### src/inc/bbrc_pkg.sv
// constants and state type of the backlight brightness ramp control block
`default_nettype none
package bbrc_pkg;
   // ----------------------------------------------------------------
   // register offsets
   // ----------------------------------------------------------------
   localparam logic [7:0] BOOST_CONFIG_ADDR   = 8'h13;
   localparam logic [7:0] STRING_ENABLE_ADDR  = 8'h14;
   localparam logic [7:0] SLOPE_CONFIG_ADDR   = 8'h15;
   localparam logic [7:0] RAMP_STATUS_ADDR    = 8'h1e;   // read-only state view
   // ----------------------------------------------------------------
   // reset values and field positions
   // ----------------------------------------------------------------
   localparam logic [7:0] STRING_ENABLE_RST   = 8'h00;
   localparam logic [7:0] SLOPE_CONFIG_RST    = 8'h00;
   localparam int         FREQ_BIT            = 0;       // boost_switch_freq_select
   localparam int         INDUCTOR_BIT        = 1;       // inductor range select
   localparam int         OV_LSB              = 6;       // string_overvoltage_level
   localparam int         SMOOTHING_STRENGTH_LSB          = 6;       // smoothing_strength
   localparam int         HYST_LSB            = 3;       // duty_input_hysteresis code
   localparam int         SLOPE_LSB           = 0;       // linear slope time code
   // ----------------------------------------------------------------
   // timing
   // ----------------------------------------------------------------
   localparam int unsigned CLK_HZ             = 20_000_000;
   localparam int unsigned RAMP_STEPS         = 4096;     // steps of one linear ramp
   // slope times in microseconds, code 000 .. 111
   localparam int unsigned SLOPE_US [8] = '{0, 8000, 16000, 24000, 28000, 32000,
                                            100000, 200000};
   // cycles per ramp step, rounded down
   localparam logic [9:0] STEP_CYC [8] = '{
      10'(SLOPE_US[0] * (CLK_HZ / 1_000_000) / RAMP_STEPS),
      10'(SLOPE_US[1] * (CLK_HZ / 1_000_000) / RAMP_STEPS),
      10'(SLOPE_US[2] * (CLK_HZ / 1_000_000) / RAMP_STEPS),
      10'(SLOPE_US[3] * (CLK_HZ / 1_000_000) / RAMP_STEPS),
      10'(SLOPE_US[4] * (CLK_HZ / 1_000_000) / RAMP_STEPS),
      10'(SLOPE_US[5] * (CLK_HZ / 1_000_000) / RAMP_STEPS),
      10'(SLOPE_US[6] * (CLK_HZ / 1_000_000) / RAMP_STEPS),
      10'(SLOPE_US[7] * (CLK_HZ / 1_000_000) / RAMP_STEPS)};
   localparam logic [9:0] FLT_BASE_CYC        = 10'h004;  // filter tick with no slope
   localparam logic [15:0] PER_MAX            = 16'hffff; // stuck-input limit
   localparam logic [3:0]  DIV_STEPS          = 4'hc;     // quotient bits
   localparam logic [12:0] POS_END            = 13'h1000;
   localparam int          FRAC_BITS          = 8;        // filter fraction bits
   // ----------------------------------------------------------------
   // state of the block
   // ----------------------------------------------------------------
   typedef struct packed {
      logic [7:0]  boost;      // boost_config
      logic        freq_act;   // frequency select in force
      logic [7:0]  string_enable_bank_a;      // string_enable_bank_a
      logic [7:0]  slope;      // brightness_slope_config
      logic        pwm_s1;     // synchroniser stages
      logic        pwm_s2;
      logic        pwm_d;      // edge detect delay
      logic [15:0] per_cnt;    // samples in present period
      logic [15:0] hi_cnt;     // high samples in present period
      logic [15:0] div_den;
      logic [16:0] div_rem;
      logic [11:0] div_q;
      logic [3:0]  div_n;
      logic        div_busy;
      logic [11:0] duty_app;   // applied duty value
      logic [11:0] lin_start;
      logic [11:0] lin_tgt;
      logic [11:0] lin_out;
      logic [12:0] pos;
      logic [9:0]  stepc;
      logic        ramping;
      logic [19:0] flt;        // smoothed level with fraction
      logic [5:0]  removed;
      logic [5:0]  drive;
      logic [11:0] bright;
      logic [7:0]  rdata;
   } bbrc_state_t;
endpackage
`default_nettype wire

### src/logic/bbrc_top.sv
// configuration registers, duty detector and brightness ramp of the backlight driver
`timescale 1ns/100ps
`default_nettype none
// What this block does
// RULE_01: frequency select acts only from nonvolatile default
// RULE_02: inductor range bit drives boost logic
// RULE_03: two-bit overvoltage level threshold output
// RULE_04: disabled string is never driven
// RULE_05: no auto-detect: enabled strings stay on
// RULE_06: auto-detect removes faulted strings
// RULE_07: smoothing strength selects RC-like filter
// RULE_08: slope code selects linear ramp time
// RULE_09: ramp time independent of distance
// RULE_10: filter rate scales with slope time
// RULE_11: PWM input oversampled on 20 MHz clock
// RULE_12: duty measured to at most 12 bits
// RULE_13: precision halves per input frequency doubling
// RULE_14: duty applied only beyond hysteresis
// RULE_15: hysteresis code selects threshold steps
// RULE_16: total ramp follows slope and smoothing
// RULE_17: source select picks smoothed path
// RULE_18: new target restarts ramp from present level
module bbrc_top (
   // clock and reset
   input  wire logic        clk,
   input  wire logic        srst,
   // register port from the serial interface core
   input  wire logic [7:0]  reg_addr,
   input  wire logic [7:0]  reg_wdata,
   input  wire logic        reg_wr,
   output var  logic [7:0]  reg_rdata,
   // nonvolatile default and device control
   input  wire logic [7:0]  nv_boost_config,
   input  wire logic [1:0]  brightness_source_select,
   input  wire logic [11:0] reg_brightness,
   input  wire logic        backlight_on,
   input  wire logic        auto_detect,
   input  wire logic [5:0]  string_fault,
   // external pwm brightness pin
   input  wire logic        pwm_in,
   // outputs to boost, sinks and dimming
   output var  logic        boost_switch_freq_select,
   output var  logic        inductor_range,
   output var  logic [1:0]  string_overvoltage_level,
   output var  logic [5:0]  string_drive,
   output var  logic [11:0] duty_value,
   output var  logic [11:0] brightness_level,
   output var  logic        ramp_busy
);
   // ----------------------------------------------------------------
   // state and helpers
   // ----------------------------------------------------------------
   bbrc_pkg::bbrc_state_t st_r;        // registered state
   bbrc_pkg::bbrc_state_t st_nxt;      // next state
   logic [2:0]  slope_code;            // linear slope time code
   logic [1:0]  smoothing_strength_code;           // smoothing_strength
   logic [2:0]  hyst_code;             // duty_input_hysteresis
   logic [9:0]  tick_cyc;              // cycles per step or filter tick
   logic        tick;                  // one step or filter tick
   logic [11:0] tgt_src;               // level the ramp heads for
   logic        cand_vld;              // new measured duty value
   logic [11:0] cand;

   assign slope_code  = st_r.slope[bbrc_pkg::SLOPE_LSB +: 3];
   assign smoothing_strength_code = st_r.slope[bbrc_pkg::SMOOTHING_STRENGTH_LSB +: 2];
   assign hyst_code   = st_r.slope[bbrc_pkg::HYST_LSB +: 3];

   // threshold test: true when the new value moves far enough
   function automatic logic hyst_pass(input logic [11:0] nv, input logic [11:0] ov,
                                      input logic [2:0] code);
      logic [11:0] diff;
      logic [11:0] thr;
      diff = (nv > ov) ? nv - ov : ov - nv;
      thr  = (code == 3'h0) ? 12'h000 : 12'(12'h001 << (code - 3'h1));
      return diff > thr;
   endfunction

   // ----------------------------------------------------------------
   // next-state logic
   // ----------------------------------------------------------------
   always_comb begin
      logic [24:0] prod;
      logic [12:0] span;
      logic [11:0] delta;
      logic [20:0] fdiff;
      logic [19:0] fstep;
      logic [23:0] mix;
      logic [16:0] rsh;
      st_nxt = st_r;
      prod   = '0;
      span   = '0;
      delta  = '0;
      fdiff  = '0;
      fstep  = '0;
      mix    = '0;
      rsh    = '0;
      cand_vld = 1'b0;
      cand     = st_r.duty_app;
      // filter follows slope time; a bare tick keeps code 000 usable
      tick_cyc = (slope_code == 3'h0) ? bbrc_pkg::FLT_BASE_CYC
                                      : bbrc_pkg::STEP_CYC[slope_code];   // see RULE_10
      tick     = (st_r.stepc == tick_cyc - 10'h001);
      tgt_src  = (brightness_source_select == 2'b10) ? st_r.duty_app
                                                     : reg_brightness;  // see RULE_17

      // register writes; frequency bit is stored but never put in force
      if (reg_wr) begin
         unique case (reg_addr)
            bbrc_pkg::BOOST_CONFIG_ADDR:  st_nxt.boost = reg_wdata;     // see RULE_01
            bbrc_pkg::STRING_ENABLE_ADDR: st_nxt.string_enable_bank_a = reg_wdata;
            bbrc_pkg::SLOPE_CONFIG_ADDR:  st_nxt.slope = reg_wdata;
            default: ;                                   // unmapped writes dropped
         endcase
      end
      // read data, unmapped reads zero
      unique case (reg_addr)
         bbrc_pkg::BOOST_CONFIG_ADDR:  st_nxt.rdata = st_r.boost;
         bbrc_pkg::STRING_ENABLE_ADDR: st_nxt.rdata = st_r.string_enable_bank_a;
         bbrc_pkg::SLOPE_CONFIG_ADDR:  st_nxt.rdata = st_r.slope;
         bbrc_pkg::RAMP_STATUS_ADDR:   st_nxt.rdata = {st_r.ramping, 1'b0, st_r.removed};
         default:                      st_nxt.rdata = 8'h00;
      endcase

      // string control: removed set wins, cleared only with backlight off
      if (backlight_on) begin
         if (auto_detect) begin
            st_nxt.removed = st_r.removed | (string_fault & st_r.string_enable_bank_a[5:0]); // see RULE_06
         end
         st_nxt.drive = st_r.string_enable_bank_a[5:0]
                        & ~(auto_detect ? st_nxt.removed : 6'h00);  // see RULE_04 RULE_05
      end else begin
         st_nxt.removed = 6'h00;
         st_nxt.drive   = 6'h00;
      end

      // pin synchroniser and period counters on every 20 MHz sample
      st_nxt.pwm_s1 = pwm_in;                                        // see RULE_11
      st_nxt.pwm_s2 = st_r.pwm_s1;
      st_nxt.pwm_d  = st_r.pwm_s2;
      if (st_r.pwm_s2 && !st_r.pwm_d) begin
         // rising edge closes a period; fewer samples give fewer
         // meaningful quotient bits on their own
         st_nxt.per_cnt = 16'h0001;
         st_nxt.hi_cnt  = 16'h0001;
         if (st_r.per_cnt != 16'h0000) begin
            if (st_r.hi_cnt >= st_r.per_cnt) begin
               cand_vld = 1'b1;
               cand     = 12'hfff;
            end else begin
               st_nxt.div_den  = st_r.per_cnt;
               st_nxt.div_rem  = {1'b0, st_r.hi_cnt};
               st_nxt.div_q    = 12'h000;
               st_nxt.div_n    = bbrc_pkg::DIV_STEPS;
               st_nxt.div_busy = 1'b1;                   // see RULE_12 RULE_13
            end
         end
      end else if (st_r.per_cnt == bbrc_pkg::PER_MAX) begin
         // input stuck: duty is its level
         cand_vld = 1'b1;
         cand     = st_r.pwm_s2 ? 12'hfff : 12'h000;
         st_nxt.hi_cnt = 16'h0000;
      end else begin
         st_nxt.per_cnt = st_r.per_cnt + 16'h0001;
         st_nxt.hi_cnt  = st_r.hi_cnt + {15'h0000, st_r.pwm_s2};
      end

      // restoring divider, one quotient bit per cycle
      if (st_r.div_busy && !(st_r.pwm_s2 && !st_r.pwm_d)) begin
         rsh = {st_r.div_rem[15:0], 1'b0};
         if (rsh >= {1'b0, st_r.div_den}) begin
            st_nxt.div_rem = rsh - {1'b0, st_r.div_den};
            st_nxt.div_q   = {st_r.div_q[10:0], 1'b1};
         end else begin
            st_nxt.div_rem = rsh;
            st_nxt.div_q   = {st_r.div_q[10:0], 1'b0};
         end
         st_nxt.div_n = st_r.div_n - 4'h1;
         if (st_r.div_n == 4'h1) begin
            st_nxt.div_busy = 1'b0;
            cand_vld = 1'b1;
            cand     = st_nxt.div_q;
         end
      end
      // hysteresis gate on the measured value
      if (cand_vld && hyst_pass(cand, st_r.duty_app, hyst_code)) begin
         st_nxt.duty_app = cand;                                     // see RULE_14 RULE_15
      end

      // free-running tick counter
      st_nxt.stepc = tick ? 10'h000 : st_r.stepc + 10'h001;

      // linear ramp: fixed step count, so time is fixed, not distance
      if (tgt_src != st_r.lin_tgt) begin
         st_nxt.lin_start = st_r.lin_out;                            // see RULE_18
         st_nxt.lin_tgt   = tgt_src;
         st_nxt.pos       = 13'h0000;
         st_nxt.stepc     = 10'h000;
         st_nxt.ramping   = (slope_code != 3'h0);
         if (slope_code == 3'h0) begin
            st_nxt.lin_out = tgt_src;
         end
      end else if (st_r.ramping && tick) begin
         span  = st_r.pos + 13'h0001;
         delta = (st_r.lin_tgt > st_r.lin_start) ? st_r.lin_tgt - st_r.lin_start
                                                 : st_r.lin_start - st_r.lin_tgt;
         prod  = delta * span;                                       // see RULE_08 RULE_09
         st_nxt.pos = span;
         if (span == bbrc_pkg::POS_END) begin
            st_nxt.lin_out = st_r.lin_tgt;
            st_nxt.ramping = 1'b0;
         end else if (st_r.lin_tgt > st_r.lin_start) begin
            st_nxt.lin_out = st_r.lin_start + prod[23:12];
         end else begin
            st_nxt.lin_out = st_r.lin_start - prod[23:12];
         end
      end

      // rc-like smoothing behind the linear ramp
      if (smoothing_strength_code == 2'b00) begin
         st_nxt.flt = {st_r.lin_out, 8'h00};                         // see RULE_07
      end else if (tick) begin
         // shift of 2, 3 or 4; three bits wide so heavy cannot wrap to zero
         fdiff = {1'b0, st_r.lin_out, 8'h00} - {1'b0, st_r.flt};
         fstep = 20'($signed(fdiff) >>> ({1'b0, smoothing_strength_code} + 3'h1));
         // a step that rounds to nothing snaps, so the filter lands on target
         st_nxt.flt = (fstep == 20'h00000) ? {st_r.lin_out, 8'h00}
                                           : st_r.flt + fstep;         // see RULE_16
      end

      // source mixing: the other source acts at once
      unique case (brightness_source_select)
         2'b00: st_nxt.bright = st_r.duty_app;
         2'b01: st_nxt.bright = reg_brightness;
         2'b10: begin
            mix = st_r.flt[19:8] * reg_brightness;
            st_nxt.bright = mix[23:12];                              // see RULE_17
         end
         2'b11: begin
            mix = st_r.flt[19:8] * st_r.duty_app;
            st_nxt.bright = mix[23:12];
         end
      endcase

      // synchronous reset; boost byte and frequency come from nonvolatile
      if (srst) begin
         st_nxt          = '0;
         st_nxt.boost    = nv_boost_config;
         st_nxt.freq_act = nv_boost_config[bbrc_pkg::FREQ_BIT];     // see RULE_01
         st_nxt.string_enable_bank_a    = bbrc_pkg::STRING_ENABLE_RST;
         st_nxt.slope    = bbrc_pkg::SLOPE_CONFIG_RST;
      end
   end

   // ----------------------------------------------------------------
   // state register
   // ----------------------------------------------------------------
   always_ff @(posedge clk) begin
      st_r <= st_nxt;
   end

   // outputs straight from state flops
   assign reg_rdata                = st_r.rdata;
   assign boost_switch_freq_select = st_r.freq_act;
   assign inductor_range           = st_r.boost[bbrc_pkg::INDUCTOR_BIT];  // see RULE_02
   assign string_overvoltage_level = st_r.string_enable_bank_a[bbrc_pkg::OV_LSB +: 2];   // see RULE_03
   assign string_drive             = st_r.drive;
   assign duty_value               = st_r.duty_app;
   assign brightness_level         = st_r.bright;
   assign ramp_busy                = st_r.ramping;
endmodule
`default_nettype wire

### config.mk
export PLATFORM = sky130hd
export DESIGN_NAME = bbrc_top
export DESIGN_NICKNAME = d
export VERILOG_FILES = /design/src/inc/bbrc_pkg.sv /design/src/logic/bbrc_top.sv
export SDC_FILE = /design/constraint.sdc
export NUM_CORES = 2
export LEC_CHECK = 0
export ABC_AREA = 1
export BUFFER_PORTS_ARGS = -buffer_cell sky130_fd_sc_hd__buf_2
export CAP_MARGIN = 20
export CORE_UTILIZATION = 35
export CTS_BUF_LIST = sky130_fd_sc_hd__clkbuf_4 sky130_fd_sc_hd__clkbuf_8 sky130_fd_sc_hd__clkbuf_16
export DETAILED_ROUTE_END_ITERATION = 10
export PLACE_DENSITY = 0.49
export SYNTH_ARGS = -nofsm -noshare
export SYNTH_HDL_FRONTEND = slang
export SYNTH_SLANG_ARGS = --single-unit
### constraint.sdc
create_clock -name clk -period 11.5 [get_ports clk]
set_input_delay 0 -clock clk [delete_from_list [all_inputs] [get_ports clk]]
set_output_delay 0 -clock clk [all_outputs]
set_load 0.02 [all_outputs]
==> metrics <==
post-CTS resize count 0; vias in the first global route 27920; largest cells by area after synthesis fa_1, dfxtp_1, ha_1, nand2_1, inv_1; Initial Util 35.41%; CORE AREA 88650 sq um; WL/cell 16.45 um; global route overflow 0; Avg Cell Area, Syn 7.117 sq um; failing checks DRC; Slew HR 31.72%; post-route clock period utilization 91.04%; unique cell type count in the Yosys netlist 74; TritonRoute pass-1 iters 9; DRC 2; largest family of logic cells by synthesized area adder cells; CP endpoint kind flip-flop; Syn. warnings 0; Synth Area in Simple Gates 22.16%; LEAKAGE 17.15 nW; Layout Area Growth over Synthesis 9.259%; final antenna-violating net count 0; post-synthesis xor/xnor area fraction 3.675%; Via density 4.939; fin area 34300 sq um; GP Congestion 0.8883; Setup violations, final 0; io pins 93; chip height 301.5 um; Synth Area in Adders 32.63%; share of cells above drive strength 1 6.810%; Peak VDD IR 0.1097 mV; GR Util All Layers 20.58%; clk root buf clkbuf_16; I/O Buffers 92; Die Area 90900 sq um; CP Data Arrival Time 10.97 ns; setup TNS 0 ns; dpl hpwl 72580 um; Max Fclk 0.09552 GHz; Die X 301.5 um; worst hold stages 5; final worst path period need 10.47 ns; CTS tree built; pwr dens 90.76 nW/um^2; clk_lat worst skew 0.62 ns; GR Util met1 27.52%; grt peak-use layer met2; register area share after synthesis 15.08%; M3 GR Usage 1.851%; CTS H-tree depth 1; # diodes 0; Reg2Reg Depth 55; Syn Inst Count 4411; Worst-Margin Slew 1.020 ns; Reg clk slew, reported paths 0.06 ns; fin nets 5124; Final Hold Viols 0; FP Rows 109; CTS Hold Buffers Added 65; post-CTS setup buffers 0; Max Cap Viol 0; largest net degree at the start of global routing 67; DRT Wirelength 92570 um; met2 Use GR 35.75%; Post-synth EDFFs 9; Final Max Tran Viols 0; Max clock buf depth 3; Mapped Nets 5092; status finished with violations; TritonCTS Buffers 31; CP max-delay cell fa_1; WS Path Type flip-flop to flip-flop; dpl cell area 32630 sq um; first-pass GRT wire length 150600 um; post-synthesis cell area 31390 sq um; CP startpoint kind flip-flop; mux cell area share after synthesis 0.09566%; main flop type after synthesis dfxtp_1; RSZ-0062 raised after global routing false; largest area contributor in the netlist fa_1; CTS sink cnt 232; Top cell by count, worst path inv_1; initial antenna violation count 0; Async SR Flop Fraction 0%; final core utilization 38.69%; Vias 27800; Compound-Gate Fraction of Synth Area 12.92%; DR iter-0 viols 1421; delay of the slowest critical-path stage 0.55 ns; worst path required time 12.00 ns; Synth top area share 19.96%; CP Max Fanout 20; Yosys reg bits 232; clock skew 0.01742 ns; Hold WC Path Type primary input to flip-flop
==> final timing paths <==
check	from	to	slack, ns
worst max-delay path	st_r[88]$_SDFFE_PP0N_	st_r[87]$_SDFFE_PP0P_	1.03
worst min-delay path	reg_brightness[7]	brightness_level[7]$_SDFF_PP0_	0.04
worst max register to register	st_r[88]$_SDFFE_PP0N_	st_r[87]$_SDFFE_PP0P_	1.03
worst min register to register	st_r[208]$_SDFF_PP0_	st_r[207]$_SDFF_PP0_	0.41
==> flip-flops by register name, indices dropped and copies added (netlist names) <==
register / count
reg_rdata: 8
brightness_level: 12
smoothing_strength_code: 2
duty_value: 12
string_overvoltage_level: 2
inductor_range: 1
slope_code: 3
boost_switch_freq_select: 1
hyst_code: 3
ramp_busy: 1
st_r: 181
string_drive: 6
==> stage by stage <==
stage | setup WS (ns) | instances | hold slack [ns] | power [mW]
2_1_floorplan | 2.706 | 4411 | 0.09887 | 1.791
3_3_place_gp | 1.213 | 5510 | 0.1994 | 2.142
3_5_place_dp | 1.020 | 5510 | 0.2111 | 2.142
4_1_cts | 1.005 | 5629 | 0.01346 | 3.160
5_1_grt | 0.01911 | 5629 | 0.08285 | 3.357
6_report | 1.031 | 5629 | 0.04351 | 3.113
==> where the power goes <==
group | internal [mW] | total [mW] | switching (mW) | leakage, nW
logic | 0.433 | 1.26 | 0.831 | 14.7
clock network | 0.573 | 0.978 | 0.406 | 0.510
registers | 0.834 | 0.871 | 0.0365 | 1.90
total | 1.84 | 3.11 | 1.27 | 17.2
==> synth_stat cells (all sizes together), types with 13 or more instances <==
master and number:
nor4 21, ha 318, nand2 1018, o21ai 290
or2 22, a21oi 322, xnor2 40, nor3 50
dfxtp 223, o22ai 13, xor2 90, nand3 185
clkbuf 115, inv 858, fa 313, o211ai 15
buf 81, nor2 255, nand4 43, a31oi 29
==> cell families (layout without fill, tap and decap cells) <==
group / count (synthesis) / after routing
AND/OR/NAND/NOR: 1618 / 1618
AO/OA/AOI/OAI: 738 / 738
multiplexers: 3 / 3
adder cells (fa/ha/maj): 631 / 631
XOR/XNOR: 130 / 130
flip-flops: 232 / 232
buffers and inverters: 1059 / 1112
==> final cells by class <==
cell class	instances	area, sq um
clock buffers	42	908.4
clock inverters	12	112.6
fillers	9601	54350
inverters	863	3239
multi-input cells	3120	22440
flip-flops and latches	232	4738
well taps	1165	1458
repair buffers	195	1399
==> placed cells by master (no fill, tap or decap), types with 18 or more instances in the layout <==
cell | synthesis | layout
nand2_1 | 996 | 996
inv_1 | 841 | 840
a21oi_1 | 320 | 320
ha_1 | 318 | 318
fa_1 | 313 | 313
o21ai_0 | 256 | 256
nor2_1 | 231 | 230
dfxtp_1 | 223 | 220
nand3_1 | 176 | 176
buf_2 | 25 | 91
xor2_1 | 88 | 88
dlygate4sd3_1 | 0 | 65
nor3_1 | 45 | 45
nand4_1 | 42 | 42
xnor2_1 | 40 | 40
buf_4 | 46 | 39
clkbuf_16 | 0 | 31
a31oi_1 | 29 | 29
o21ai_1 | 25 | 25
nand2_2 | 21 | 21
nor4_1 | 19 | 19
inv_2 | 17 | 18
==> per-layer routing <==
metal / up-vias / share of wire [%]
met5: - / 0
met4: 0 / 1.9
met3: 110 / 3.8
met2: 527 / 48
met1: 13240 / 46
li1: 13930 / -
==> worst max-delay path, delay by kind of cell, from the launching register on <==
kind,cells,cell delay [ns]
AOI/OAI and AO/OA,10,1.96
DFF,1,0.34
adders and majority gates,10,4.02
buffers and inverters,11,1.05
xor gates and xnor gates,2,0.25
and+or+nand+nor,22,2.71
No activity file was read; power rests on OpenSTA's default activity.
